<file path="src/hw/fdc_map.vh">
// constants, register map and timing counts of the floppy command core
`ifndef FDC_MAP_VH
`define FDC_MAP_VH
`define OFF_CMD      8'h00
`define OFF_TRK      8'h04
`define OFF_SEC      8'h08
`define OFF_DAT      8'h0c
`define OFF_CFG      8'h10
`define CFG_SIDE_OUT 0
`define CFG_SLOW     1
`define CFG_LEN_LO   2
`define CFG_LAST_LO  8
`define ST_BUSY      0
`define ST_DRQ       1
`define ST_SIDE      3
`define ST_SEEK      4
`define ST_ERR       5
`define ST_WPROT     6
`define ST_NOTRDY    7
`define C_RESTORE    4'h0
`define C_SEEK       4'h1
`define C_STEP       4'h2
`define C_STEPIN     4'h3
`define C_STEPOUT    4'h4
`define C_RDSEC      4'h5
`define C_WRSEC      4'h6
`define C_RDADR      4'h7
`define C_RDTRK      4'h8
`define C_WRTRK      4'h9
`define C_FORCE      4'ha
`define T_ONE        2'h0
`define T_TWO        2'h1
`define T_THREE      2'h2
`define T_FOUR       2'h3
`define INNER_LO     8'h2c
`define INNER_HI     8'h4c
`define MARK_DATA    8'hfb
`define MARK_DEL     8'hf8
`define STEP_LIMIT   8'hff
`define CLK_KHZ      23'h1e848
`define SETTLE_MS    23'hf
`define SETTLE_SLOW_MS 23'h1e
`define STEP_BASE_MS 23'h3
`define PRECOMP_CYC  4'h1
`define HALF_CELL_CYC 4'h8
`define FM_MISSING   8'h38
`define MFM_MISSING  8'h04
`endif

</file>
<file path="src/hw/fdc_cmd_decode.v">
// command word decoder: command code and command type
`timescale 1ns/1ps
`include "fdc_map.vh"
module fdc_cmd_decode (
  // command word
  input  wire [7:0] cmd,
  // decoded result
  output reg  [3:0] code,
  output reg  [1:0] ctype
);
  always @* begin
    code  = `C_RESTORE;
    ctype = `T_ONE;
    casez (cmd[7:3])
      5'b0000?: code = `C_RESTORE;
      5'b0001?: code = `C_SEEK;
      5'b001??: code = `C_STEP;
      5'b010??: code = `C_STEPIN;
      5'b011??: code = `C_STEPOUT;
      5'b100??: begin
        code  = `C_RDSEC;
        ctype = `T_TWO;
      end
      5'b101??: begin
        code  = `C_WRSEC;
        ctype = `T_TWO;
      end
      5'b11000: begin
        code  = `C_RDADR;
        ctype = `T_THREE;
      end
      5'b11100: begin
        code  = `C_RDTRK;
        ctype = `T_THREE;
      end
      5'b11110: begin
        code  = `C_WRTRK;
        ctype = `T_THREE;
      end
      5'b1101?: begin
        code  = `C_FORCE;
        ctype = `T_FOUR;
      end
      default: begin
        code  = `C_RDTRK;
        ctype = `T_THREE;
      end
    endcase
  end
endmodule // fdc_cmd_decode

</file>
<file path="src/hw/fdc_mark_writer.v">
// serial write data encoder with clock and data pulses and address marks
`timescale 1ns/1ps
`include "fdc_map.vh"
module fdc_mark_writer (
  // clock and reset
  input  wire       clk,
  input  wire       rst_n,
  // byte request
  input  wire       start,
  input  wire [7:0] byte_in,
  input  wire       mark,
  input  wire       dden,
  // serial side
  output reg        wdata,
  output reg        busy
);
  reg [7:0] sh;
  reg [7:0] missing;
  reg [2:0] bit_n;
  reg [3:0] cyc;
  reg       half;
  reg       prev;
  reg       fm;
  wire      clk_bit  = fm ? 1'b1 : (~prev & ~sh[7]);
  wire      slot_bit = half ? sh[7] : (clk_bit & ~missing[7]);
  always @(posedge clk or negedge rst_n) begin
    if (!rst_n) begin
      sh      <= 8'h00;
      missing <= 8'h00;
      bit_n   <= 3'h0;
      cyc     <= 4'h0;
      half    <= 1'b0;
      prev    <= 1'b0;
      fm      <= 1'b1;
      busy    <= 1'b0;
      wdata   <= 1'b0;
    end else begin
      // pulse lasts three precomp steps so early/late shifts stay inside it
      wdata <= busy & slot_bit & (cyc < 3 * `PRECOMP_CYC);
      if (start && !busy) begin
        sh      <= byte_in;
        fm      <= ~dden;
        missing <= mark ? (dden ? `MFM_MISSING : `FM_MISSING) : 8'h00;
        bit_n   <= 3'h0;
        cyc     <= 4'h0;
        half    <= 1'b0;
        busy    <= 1'b1;
      end else if (busy) begin
        if (cyc == `HALF_CELL_CYC - 4'h1) begin
          cyc  <= 4'h0;
          half <= ~half;
          if (half) begin
            prev    <= sh[7];
            sh      <= {sh[6:0], 1'b0};
            missing <= {missing[6:0], 1'b0};
            bit_n   <= bit_n + 3'h1;
            if (bit_n == 3'h7)
              busy <= 1'b0;
          end
        end else begin
          cyc <= cyc + 4'h1;
        end
      end
    end
  end
endmodule // fdc_mark_writer

</file>
<file path="src/hw/fdc_command_core.v">
// floppy command interpreter with apb registers, stepping and write sequencing
`timescale 1ns/1ps
`include "fdc_map.vh"
module fdc_command_core #(
  parameter [22:0] SETTLE_CYC      = `SETTLE_MS * `CLK_KHZ,
  parameter [22:0] SETTLE_SLOW_CYC = `SETTLE_SLOW_MS * `CLK_KHZ,
  parameter [22:0] STEP_CYC        = `STEP_BASE_MS * `CLK_KHZ
) (
  // clock and reset
  input  wire        REF_CLK,
  input  wire        RST_N,
  // apb slave
  input  wire        PSEL,
  input  wire        PENABLE,
  input  wire        PWRITE,
  input  wire [7:0]  PADDR,
  input  wire [31:0] PWDATA,
  output reg  [31:0] PRDATA,
  output wire        PREADY,
  output wire        PSLVERR,
  // drive inputs
  input  wire        READY_IN,
  input  wire        WPROT_N,
  input  wire        INDEX_N,
  input  wire        TRK0_N,
  input  wire        SIDE_ID_IN,
  input  wire        DDEN_N,
  // drive outputs
  output reg         STEP_OUT,
  output reg         DIR_OUT,
  output reg         HEAD_LOAD_OUT,
  output reg         SIDE_SELECT_OUT,
  output reg         INNER_TRACK_FLAG,
  output reg         WRITE_GATE_OUT,
  output wire        WRITE_DATA_OUT,
  // host interrupt
  output reg         INTERRUPT_REQUEST_LINE
);
  localparam [2:0] S_IDLE   = 3'h0;
  localparam [2:0] S_STEP   = 3'h1;
  localparam [2:0] S_VERIFY = 3'h2;
  localparam [2:0] S_SETTLE = 3'h3;
  localparam [2:0] S_XFER   = 3'h4;
  localparam [2:0] S_END    = 3'h5;

  reg  [1:0]  rst_q;
  wire        rst_n = rst_q[1];
  reg  [5:0]  sync1;
  reg  [5:0]  sync2;
  reg         ready_d;
  reg         index_d;
  reg  [2:0]  state;
  reg  [7:0]  cmd;
  reg  [3:0]  code;
  reg  [7:0]  trk;
  reg  [7:0]  sec;
  reg  [7:0]  dat;
  reg  [15:0] cfg;
  reg  [22:0] timer;
  reg  [7:0]  steps;
  reg         stepped;
  reg         busy;
  reg         side_err;
  reg         seek_err;
  reg         wp_err;
  reg         notrdy;
  reg         side_expect;
  reg  [2:0]  arm;
  reg         data_full;
  reg         first;
  reg         idx_seen;
  reg  [10:0] cnt;
  reg         wr_start;
  reg  [7:0]  wr_byte;
  reg         wr_mark;
  reg  [7:0]  status;
  reg  [31:0] next_rdata;
  wire        wr_busy;
  wire [3:0]  dec_code;
  wire [1:0]  dec_type;

  wire ready_s  = sync2[5];
  wire wprot_s  = sync2[4];
  wire index_s  = sync2[3];
  wire trk0_s   = sync2[2];
  wire side_s   = sync2[1];
  wire dden_s   = ~sync2[0];
  wire side_var = cfg[`CFG_SIDE_OUT];
  wire [7:0] last_sec = cfg[`CFG_LAST_LO+7:`CFG_LAST_LO];
  wire [1:0] len_code = cfg[`CFG_LEN_LO+1:`CFG_LEN_LO];

  wire access   = PSEL & PENABLE;
  wire apb_wr   = access & PWRITE;
  wire mapped   = (PADDR == `OFF_CMD) | (PADDR == `OFF_TRK) | (PADDR == `OFF_SEC) |
                  (PADDR == `OFF_DAT) | (PADDR == `OFF_CFG);
  assign PREADY  = 1'b1;
  assign PSLVERR = access & ~mapped;

  // commands other than force are dropped while busy
  wire cmd_wr   = apb_wr & (PADDR == `OFF_CMD) & (~busy | (dec_code == `C_FORCE));
  wire stat_rd  = access & ~PWRITE & (PADDR == `OFF_CMD);
  wire dat_wr   = apb_wr & (PADDR == `OFF_DAT);

  wire ready_rise = ready_s & ~ready_d;
  wire ready_fall = ~ready_s & ready_d;
  wire index_fall = ~index_s & index_d;
  wire force_imm  = cmd_wr & (dec_code == `C_FORCE) & PWDATA[3];
  wire arm_evt    = (arm[0] & ready_rise) | (arm[1] & ready_fall) |
                    (arm[2] & index_fall);
  wire irq_set    = (state == S_END) | force_imm | arm_evt;
  wire drq        = (state == S_XFER) & ~data_full;
  wire is_write   = (code == `C_WRSEC) | (code == `C_WRTRK);
  wire is_step    = (code == `C_STEP) | (code == `C_STEPIN) | (code == `C_STEPOUT);

  // sector byte count from id length code and selected table
  function [10:0] sector_len;
    input       table_sel;
    input [1:0] id_code;
    begin
      if (table_sel)
        sector_len = 11'h080 << id_code;
      else if (id_code == 2'h3)
        sector_len = 11'h080;
      else
        sector_len = 11'h100 << id_code;
    end
  endfunction

  // older variant has no length flag and always uses the second table
  wire [10:0] rec_len = sector_len(side_var ? cmd[3] : 1'b1, len_code);

  fdc_cmd_decode u_decode (
    .cmd   (PWDATA[7:0]),
    .code  (dec_code),
    .ctype (dec_type)
  );

  fdc_mark_writer u_writer (
    .clk     (REF_CLK),
    .rst_n   (rst_n),
    .start   (wr_start),
    .byte_in (wr_byte),
    .mark    (wr_mark),
    .dden    (dden_s),
    .wdata   (WRITE_DATA_OUT),
    .busy    (wr_busy)
  );

  always @(posedge REF_CLK or negedge RST_N) begin
    if (!RST_N)
      rst_q <= 2'b00;
    else
      rst_q <= {rst_q[0], 1'b1};
  end

  // drive pins are asynchronous; only the second stage is looked at
  always @(posedge REF_CLK or negedge rst_n) begin
    if (!rst_n) begin
      sync1   <= 6'h3f;
      sync2   <= 6'h3f;
      ready_d <= 1'b1;
      index_d <= 1'b1;
    end else begin
      sync1   <= {READY_IN, WPROT_N, INDEX_N, TRK0_N, SIDE_ID_IN, DDEN_N};
      sync2   <= sync1;
      ready_d <= ready_s;
      index_d <= index_s;
    end
  end

  always @* begin
    status = 8'h00;
    status[`ST_BUSY]   = busy;
    status[`ST_DRQ]    = drq;
    status[`ST_SIDE]   = side_err;
    status[`ST_SEEK]   = seek_err;
    status[`ST_ERR]    = side_err | seek_err | wp_err | notrdy;
    status[`ST_WPROT]  = wp_err;
    status[`ST_NOTRDY] = notrdy;
    case (PADDR)
      `OFF_CMD: next_rdata = {24'h000000, status};
      `OFF_TRK: next_rdata = {24'h000000, trk};
      `OFF_SEC: next_rdata = {24'h000000, sec};
      `OFF_DAT: next_rdata = {24'h000000, dat};
      `OFF_CFG: next_rdata = {16'h0000, cfg};
      default:  next_rdata = 32'h00000000;
    endcase
  end

  // read data is captured in the setup cycle so it is stable for the access phase
  always @(posedge REF_CLK or negedge rst_n) begin
    if (!rst_n)
      PRDATA <= 32'h00000000;
    else if (PSEL && !PENABLE && !PWRITE)
      PRDATA <= next_rdata;
  end

  // a new event wins over a clear in the same cycle
  always @(posedge REF_CLK or negedge rst_n) begin
    if (!rst_n)
      INTERRUPT_REQUEST_LINE <= 1'b0;
    else if (irq_set)
      INTERRUPT_REQUEST_LINE <= 1'b1;
    else if (stat_rd || cmd_wr)
      INTERRUPT_REQUEST_LINE <= 1'b0;
  end

  always @(posedge REF_CLK or negedge rst_n) begin
    if (!rst_n) begin
      state <= S_IDLE;
      cmd <= 8'h00;
      code <= `C_RESTORE;
      trk <= 8'h00;
      sec <= 8'h00;
      dat <= 8'h00;
      cfg <= 16'h0000;
      timer <= 23'h000000;
      steps <= 8'h00;
      stepped <= 1'b0;
      busy <= 1'b0;
      side_err <= 1'b0;
      seek_err <= 1'b0;
      wp_err <= 1'b0;
      notrdy <= 1'b0;
      side_expect <= 1'b0;
      arm <= 3'h0;
      data_full <= 1'b0;
      first <= 1'b0;
      idx_seen <= 1'b0;
      cnt <= 11'h000;
      wr_start <= 1'b0;
      wr_byte <= 8'h00;
      wr_mark <= 1'b0;
      STEP_OUT <= 1'b0;
      DIR_OUT <= 1'b0;
      HEAD_LOAD_OUT <= 1'b0;
      SIDE_SELECT_OUT <= 1'b0;
      INNER_TRACK_FLAG <= 1'b0;
      WRITE_GATE_OUT <= 1'b0;
    end else begin
      STEP_OUT <= 1'b0;
      wr_start <= 1'b0;
      if (apb_wr && PADDR == `OFF_TRK)
        trk <= PWDATA[7:0];
      if (apb_wr && PADDR == `OFF_SEC)
        sec <= PWDATA[7:0];
      if (apb_wr && PADDR == `OFF_CFG)
        cfg <= PWDATA[15:0];
      if (dat_wr) begin
        dat <= PWDATA[7:0];
        data_full <= 1'b1;
      end
      if (state == S_XFER && index_fall)
        idx_seen <= 1'b1;
      case (state)
        S_STEP: begin
          if (timer != 23'h000000) begin
            timer <= timer - 23'h000001;
          end else if (code == `C_RESTORE || code == `C_SEEK) begin
            if (code == `C_RESTORE ? !trk0_s : trk == dat) begin
              if (code == `C_RESTORE)
                trk <= 8'h00;
              state <= cmd[2] ? S_VERIFY : S_END;
              timer <= SETTLE_CYC;
            end else if (steps == `STEP_LIMIT) begin
              seek_err <= 1'b1;
              state <= S_END;
            end else begin
              DIR_OUT <= (code == `C_SEEK) & (dat > trk);
              if (code == `C_SEEK)
                trk <= (dat > trk) ? trk + 8'h01 : trk - 8'h01;
              STEP_OUT <= 1'b1;
              steps <= steps + 8'h01;
              timer <= STEP_CYC * {21'h000000, cmd[1:0]} + STEP_CYC;
            end
          end else if (!stepped) begin
            if (code != `C_STEP)
              DIR_OUT <= (code == `C_STEPIN);
            STEP_OUT <= 1'b1;
            stepped <= 1'b1;
            if (cmd[4]) begin
              if (code == `C_STEPOUT || (code == `C_STEP && !DIR_OUT))
                trk <= trk - 8'h01;
              else
                trk <= trk + 8'h01;
            end
            timer <= STEP_CYC * {21'h000000, cmd[1:0]} + STEP_CYC;
          end else begin
            state <= cmd[2] ? S_VERIFY : S_END;
            timer <= SETTLE_CYC;
          end
        end
        S_VERIFY: begin
          if (timer != 23'h000000) begin
            timer <= timer - 23'h000001;
          end else begin
            // the side-output variant never compares sides on a verify
            if (!side_var && side_s != side_expect)
              side_err <= 1'b1;
            state <= S_END;
          end
        end
        S_SETTLE: begin
          if (timer != 23'h000000) begin
            timer <= timer - 23'h000001;
          end else if (!is_write) begin
            state <= S_END;
          end else if (!wprot_s) begin
            wp_err <= 1'b1;
            state <= S_END;
          end else begin
            WRITE_GATE_OUT <= 1'b1;
            state <= S_XFER;
          end
        end
        S_XFER: begin
          if (!wprot_s) begin
            wp_err <= 1'b1;
            WRITE_GATE_OUT <= 1'b0;
            state <= S_END;
          end else if (!wr_busy && !wr_start) begin
            if (first) begin
              wr_byte <= cmd[0] ? `MARK_DEL : `MARK_DATA;
              wr_mark <= 1'b1;
              wr_start <= 1'b1;
              first <= 1'b0;
            end else if (code == `C_WRTRK && idx_seen) begin
              WRITE_GATE_OUT <= 1'b0;
              state <= S_END;
            end else if (code == `C_WRSEC && cnt == rec_len) begin
              if (cmd[4] && sec != last_sec) begin
                sec <= sec + 8'h01;
                cnt <= 11'h000;
                first <= 1'b1;
              end else begin
                WRITE_GATE_OUT <= 1'b0;
                state <= S_END;
              end
            end else if (data_full && !dat_wr) begin
              wr_byte <= dat;
              wr_mark <= 1'b0;
              wr_start <= 1'b1;
              data_full <= 1'b0;
              cnt <= cnt + 11'h001;
            end
          end
        end
        S_END: begin
          busy <= 1'b0;
          state <= S_IDLE;
        end
        default: state <= S_IDLE;
      endcase
      if (cmd_wr && dec_code == `C_FORCE) begin
        arm <= PWDATA[2:0];
        busy <= 1'b0;
        WRITE_GATE_OUT <= 1'b0;
        state <= S_IDLE;
      end else if (cmd_wr) begin
        cmd <= PWDATA[7:0];
        code <= dec_code;
        busy <= 1'b1;
        arm <= 3'h0;
        side_err <= 1'b0;
        seek_err <= 1'b0;
        wp_err <= 1'b0;
        notrdy <= 1'b0;
        data_full <= 1'b0;
        idx_seen <= 1'b0;
        cnt <= 11'h000;
        first <= (dec_code == `C_WRSEC);
        steps <= 8'h00;
        stepped <= 1'b0;
        if (dec_type == `T_ONE) begin
          HEAD_LOAD_OUT <= ~PWDATA[3];
          timer <= 23'h000000;
          state <= S_STEP;
        end else begin
          INNER_TRACK_FLAG <= (trk >= `INNER_LO) && (trk <= `INNER_HI);
          side_expect <= PWDATA[3];
          if (side_var)
            SIDE_SELECT_OUT <= PWDATA[1];
          if (!ready_s) begin
            notrdy <= 1'b1;
            state <= S_END;
          end else if (!side_var && dec_type == `T_TWO && PWDATA[1] &&
                       side_s != PWDATA[3]) begin
            side_err <= 1'b1;
            state <= S_END;
          end else begin
            if (!PWDATA[2])
              timer <= 23'h000000;
            else if (cfg[`CFG_SLOW])
              timer <= SETTLE_SLOW_CYC;
            else
              timer <= SETTLE_CYC;
            state <= S_SETTLE;
          end
        end
      end
    end
  end
endmodule // fdc_command_core

</file>
<file path="config.mk">
export PLATFORM = sky130hd
export DESIGN_NAME = fdc_command_core
export DESIGN_NICKNAME = d
export VERILOG_FILES = /design/src/hw/fdc_cmd_decode.v /design/src/hw/fdc_mark_writer.v /design/src/hw/fdc_command_core.v
export VERILOG_INCLUDE_DIRS = /design/src /design/src/hw
export SDC_FILE = /design/constraint.sdc
export NUM_CORES = 1
export LEC_CHECK = 0
export BUFFER_PORTS_ARGS = -buffer_cell sky130_fd_sc_hd__buf_2
export CAP_MARGIN = 20
export CORE_MARGIN = 4
export CORE_UTILIZATION = 35
export CTS_BUF_LIST = sky130_fd_sc_hd__clkbuf_2
export DETAILED_ROUTE_END_ITERATION = 16
export SLEW_MARGIN = 10
export SYNTH_ARGS = -nofsm -noshare
export SYNTH_HDL_FRONTEND = slang
export SYNTH_SLANG_ARGS = --single-unit
export TNS_END_PERCENT = 10
</file>
<file path="constraint.sdc">
create_clock -name REF_CLK -period 5.75 [get_ports REF_CLK]
set_input_delay 0.2875 -clock REF_CLK [delete_from_list [all_inputs] [get_ports REF_CLK]]
set_output_delay 0.2875 -clock REF_CLK [all_outputs]
set_load 0.1 [all_outputs]
</file>
## Word level (Yosys, flattened, before mapping)

Cells that the tools add are included.

- Bits in registers: 200
- Input port bits: 51
- Logic and storage cells: 431

- Equality and inequality tests: 58
- Reduce and logical (&&, ||, !) cells: 58
- Bitwise operators: 51
- Muxes and demuxes: 202
- Shift operators: 2
- Multipliers: 1
- Order comparisons: 4
- Add/subtract/negate cells: 9

Operator list:

| kind | number |
|---|---|
| $mux 8 | 40 |
| $mux 23 | 10 |
| $mux 11 | 12 |
| $mux 1 | 100 |
| $pmux 16 s5 | 1 |
| $mux 3 | 25 |
| $mux 22 | 3 |
| $pmux 23 s2 | 1 |
| $pmux 4 s10 | 1 |
| $add 8x1->8 const B | 3 |
| $reduce_bool 23->1 | 1 |
| $sub 23x1->23 const B | 1 |
| $add 21x19->22 const B | 1 |
| $and 1x1->1 | 22 |
| $logic_and 1x1->1 | 19 |
| $mul 16x2->18 const A | 1 |
| $eq 4x3->1 const B | 4 |
| $eq 8x4->1 const B | 2 |
| $not 1->1 | 16 |
| $eq 3x3->1 const B | 5 |
| $reduce_bool 2->1 | 7 |
| $or 1x1->1 | 13 |
| $eq 3x2->1 const B | 4 |
| $eq 4x4->1 const B | 3 |
| 56 further kinds | 90 |

## Depth between registers and ports, before layout

- Word-level depth: 14
- Mapped depth: 11

## Cells and area by module

A second synthesis with hierarchy kept.

- Cells, all modules: 1,184
- Area, all modules: 10,551.4 µm²

Modules (own cells, without submodules):

| module | times used | cells each | seq. area each (µm²) | area an instance (µm²) |
|---|---|---|---|---|
| fdc_command_core | 1 | 1,051 | 3,921.3 | 9,236.4 |
| fdc_mark_writer | 1 | 115 | 651.9 | 1,222.4 |
| fdc_cmd_decode | 1 | 18 | 0.0 | 92.6 |

## Worst setup path before layout

OpenSTA, ideal clock, no wires.

- Kind: input port to output port
- Start: input port PADDR[4]
- End: output port PSLVERR
- Path slack: 2.567 ns
- Arrival: 2.895 ns
- Path buffers: 2
- Stages: 4
- Data required time: 5.463 ns
- Cells stage by stage: clkbuf_1 -> and3_1 -> clkbuf_1 -> nor3_1

- Cells in the longest elaborated chain, start to end: 7
- Elaborated cells on any way between the ends: 11
- Those cells by class: eq/ne: 4; bitwise: 6; reduce/logical: 1

RTL lines:

| item | line | text |
|---|---|---|
| from (decl) | fdc_command_core.v:16 | `input wire [7:0] PADDR,` |
| $eq 8x3->1 or $logic_not 8->1 (tied branches) | - |  |
| $or 1x1->1 (3 in series) | fdc_command_core.v:94 | `` wire mapped = (PADDR == `OFF_CMD) \| (PADDR == `OFF_TRK) \| (PADDR == `OFF_SEC) \| `` |
| $or 1x1->1 * | fdc_command_core.v:94 |  |
| $not 1->1 * | fdc_command_core.v:97 | `assign PSLVERR = access & ~mapped;` |
| $and 1x1->1 * | fdc_command_core.v:97 |  |
| to (decl) | fdc_command_core.v:20 | `output wire PSLVERR,` |

Mark *: on every way between the ends. The rest lies on a longest branch, timed or not.

## Worst setup path after layout

- Start: input port PADDR[7]
- End: output port PSLVERR

The elaborated chain is that of the path after synthesis.

==> qor.txt <==
Status = complete, no violations
Synth top area cells = dfrtp_1 39%, nand2_1 5.9%, o21ai_0 4.0%, a21oi_1 3.7%, dfstp_2 3.7%
Avg Cell Area, Syn = 9.16 sq um
Initial Utilization = 0.356
Static Leak = 5.16 nW
Clk pwr share = 0.230
Root Buffer = clkbuf_2
Synth-to-Final Area Change = 11.6%
DR DRC count = 0
Die ar. = 0.0332 sq mm
Commonest non-fill, non-tap cell in the layout = nand2_1
Final setup vio count = 0
Cells along the critical path = dlygate4sd3_1, buf_2, or4_4, dlygate4sd3_1, nor2_1, and3_1, nor3_1, buf_2
Final setup TNS = 0 ns
CTS sink cnt = 182
Mapped Cells = 1160
Clock skew = 0.0686 ns
CP max FO = 13
Logic pwr share = 0.262
Final Hold Viols = 0
Cell Rows = 63
PD cells = 266 mW/mm^2
Post-layout min period = 3.36 ns
Share of layout cells above drive strength 1 = 0.151
Internal power = 1.89 mW
CTS tree = yes
Fin crit share = 0.584
Unrepaired setup endpoints after global routing = false
Seq/Total Area, Yosys = 0.431
Core area = 0.0298 sq mm
Max Slew Vio Count = 0
Final wirelength = 29000 microns
Vias per inst = 5.48
GPL Wtd Cong = 0.875
Critical path's slowest cell = dlygate4sd3_1
Critical path required time = 5.46 ns
Initial antenna violation count = 1
Crit end category = primary output
Global-route usage over all layers = 0.177
Largest voltage drop on the vdd net = 0.156 mV
Chip width = 182 microns
Sw frac = 0.401
Average wire per standard cell = 17.8 microns
# Max-Cap Violations = 0
Main flop type after synthesis = dfrtp_1
Post-CTS sizing = 0
Post-DP HPWL = 20600 microns
Clk_lat worst skew = 0.82 ns
Cell Area, Synth = 0.0106 sq mm
Arrival @ worst endpoint = 3.07 ns
Die height = 182 microns
Max Fclk = 298 MHz
Post-CTS setup buffers = 0
CTS clock-pin slew for the worst setup and hold paths = 0.31 ns
Fill cell count = 3011
Number of antenna-violating nets in the routed design = 0
Worst setup startpoint = PADDR[7]
Top-area cell type share of the netlist area = 0.393
Vias = 8961
Port Buffer Count = 59
Measured slew at the worst slew-check pin = 0.992 ns
Yosys warning count = 0
Fin nets = 1312
Startpoint types = input port
P_sw = 1.26 mW
Vias in the first global route = 8820
Netlist cell types = 86
First-pass GRT wire length = 48100 microns
Rel. slew slack = 0.333
Worst path max stage delay = 0.61 ns
Post-synth ARST share = 1.00
Area leader, netlist = dfrtp_1
Cts bufs inserted = 17
Number of DRC markers in iteration 0 = 696
Worst r2r src = trk[5]$_DFF_PN0_
Reg power frac = 0.508
CP delay by family, top = buffers and inverters
DR pass1 iterations = 5
Min-delay src = PADDR[3]
Buf+Inv Stages, Crit Path = 4
Total grt overflow = 0
Clock Tree Buf Depth = 2
Largest net degree at the start of global routing = 70
Flops & latches, synth = 182
Max H-tree Level = 4
# IOs = 93
Fin util = 0.398
Most frequent cells in the layout = 168 x nand2_1, 166 x dfrtp_1, 90 x nor2_1, 84 x o21ai_0, 79 x a21oi_1
Worst min path class = in2reg
EDFF count, synth = 0
Setup CP Type = in2out
==> registers in the layout (all words and copies together) (netlist names), 6 cells and up <==
register and count:
PRDATA 16, cfg 16, cnt 11, dat 8, sec 8, steps 8, sync1 6, sync2 6
timer 23, trk 8, u_writer.missing 6, u_writer.sh 8, wr_byte 8
==> cell usage after synthesis (10+ instances only) <==
cell,count
o22ai_1,10
nor4_1,10
nor2b_1,12
xnor2_1,27
nand4_1,12
nand2_1,168
or3_1,10
inv_1,28
mux2_2,27
buf_2,11
o21ai_0,84
ha_1,30
a21oi_1,79
nand2b_1,10
mux2i_1,32
nand3_1,43
clkbuf_1,36
nor2_1,91
dfstp_2,15
nor3_1,32
dfrtp_1,167
buf_4,22
and3_1,15
a31oi_1,11
xor2_1,18
==> power groups by stage <==
stage	clock network, mW	registers (mW)	logic, mW
3_3_place_gp	0	1.62	0.791
3_5_place_dp	0	1.62	0.804
4_1_cts	0.751	1.60	0.823
5_1_grt	0.808	1.63	0.923
6_report	0.726	1.60	0.826
2_1_floorplan	0	1.62	0.609
==> metrics by stage <==
step	hold slack [ns]	instances	cell area, sq um	power (mW)	setup slack (ns)
after detailed placement	0.0744	1563	11200	2.42	2.61
after floorplan	-0.00809	1176	10700	2.23	0.329
after CTS	0.0168	1632	11800	3.17	2.41
after global placement	0.0726	1563	11200	2.41	2.62
final	0.0655	1635	11900	3.15	2.39
after global routing	0.0148	1635	11900	3.36	2.25
==> tightest hold or removal path, cell delays in order <==
cell,delay [ns]
buf_2,0.19
nand3_2,0.23
nand2_1,0.08
nand2_1,0.05
==> cell families after synthesis <==
| family | share of synthesized area |
|---|---|
| and+or+nand+nor | 0.220 |
| AOI/OAI and AO/OA | 0.160 |
| DFF | 0.431 |
| buffers and inverters | 0.0465 |
| muxes | 0.0694 |
| xor gates and xnor gates | 0.0371 |
| adders and majority gates | 0.0353 |
| other | 0.000707 |
==> timing repair <==
item / 4_1_cts / 5_1_grt
endpoints found under the hold margin: 79 / 1
endpoints found under the setup margin: 0 / 0
hold buffers: 37 / 1
==> metal layers <==
layer / track usage / wire length (microns) / part of all wire / vias to the layer above
met5: 0 / 0 / 0 / -
met4: 0.0447 / 538 / 0.019 / 0
met3: 0.0299 / 1690 / 0.058 / 36
met2: 0.279 / 13600 / 0.47 / 274
met1: 0.254 / 13200 / 0.45 / 4399
li1: - / - / - / 4252
==> worst paths after layout <==
kind                                 endpoint  slack (ns)  depth (start not counted)
max                                   PSLVERR        2.39                          8
min                        dat[7]$_DFFE_PN0P_        0.07                          4
max reg2reg                timer[4]$_DFF_PN0_        2.55                         10
min reg2reg                sync2[3]$_DFF_PN1_        0.32                          0
max in group asynchronous  cfg[1]$_DFFE_PN0P_        3.74                          1
min in group asynchronous  rst_q[1]$_DFF_PN0_        0.21                          3
==> final cells by class <==
cell class / instances / area [sq um] / share of cell area
diodes: 1 / 2.50 / 0.000211
clock buffers: 17 / 85.1 / 0.00718
clock inverters: 15 / 198 / 0.0167
inverters: 28 / 105 / 0.00887
multi-input cells: 892 / 5620 / 0.474
flip-flops and latches: 182 / 4580 / 0.386
well taps: 390 / 488 / 0.0412
repair buffers: 110 / 781 / 0.0659
(Power assumes the default switching activity.)
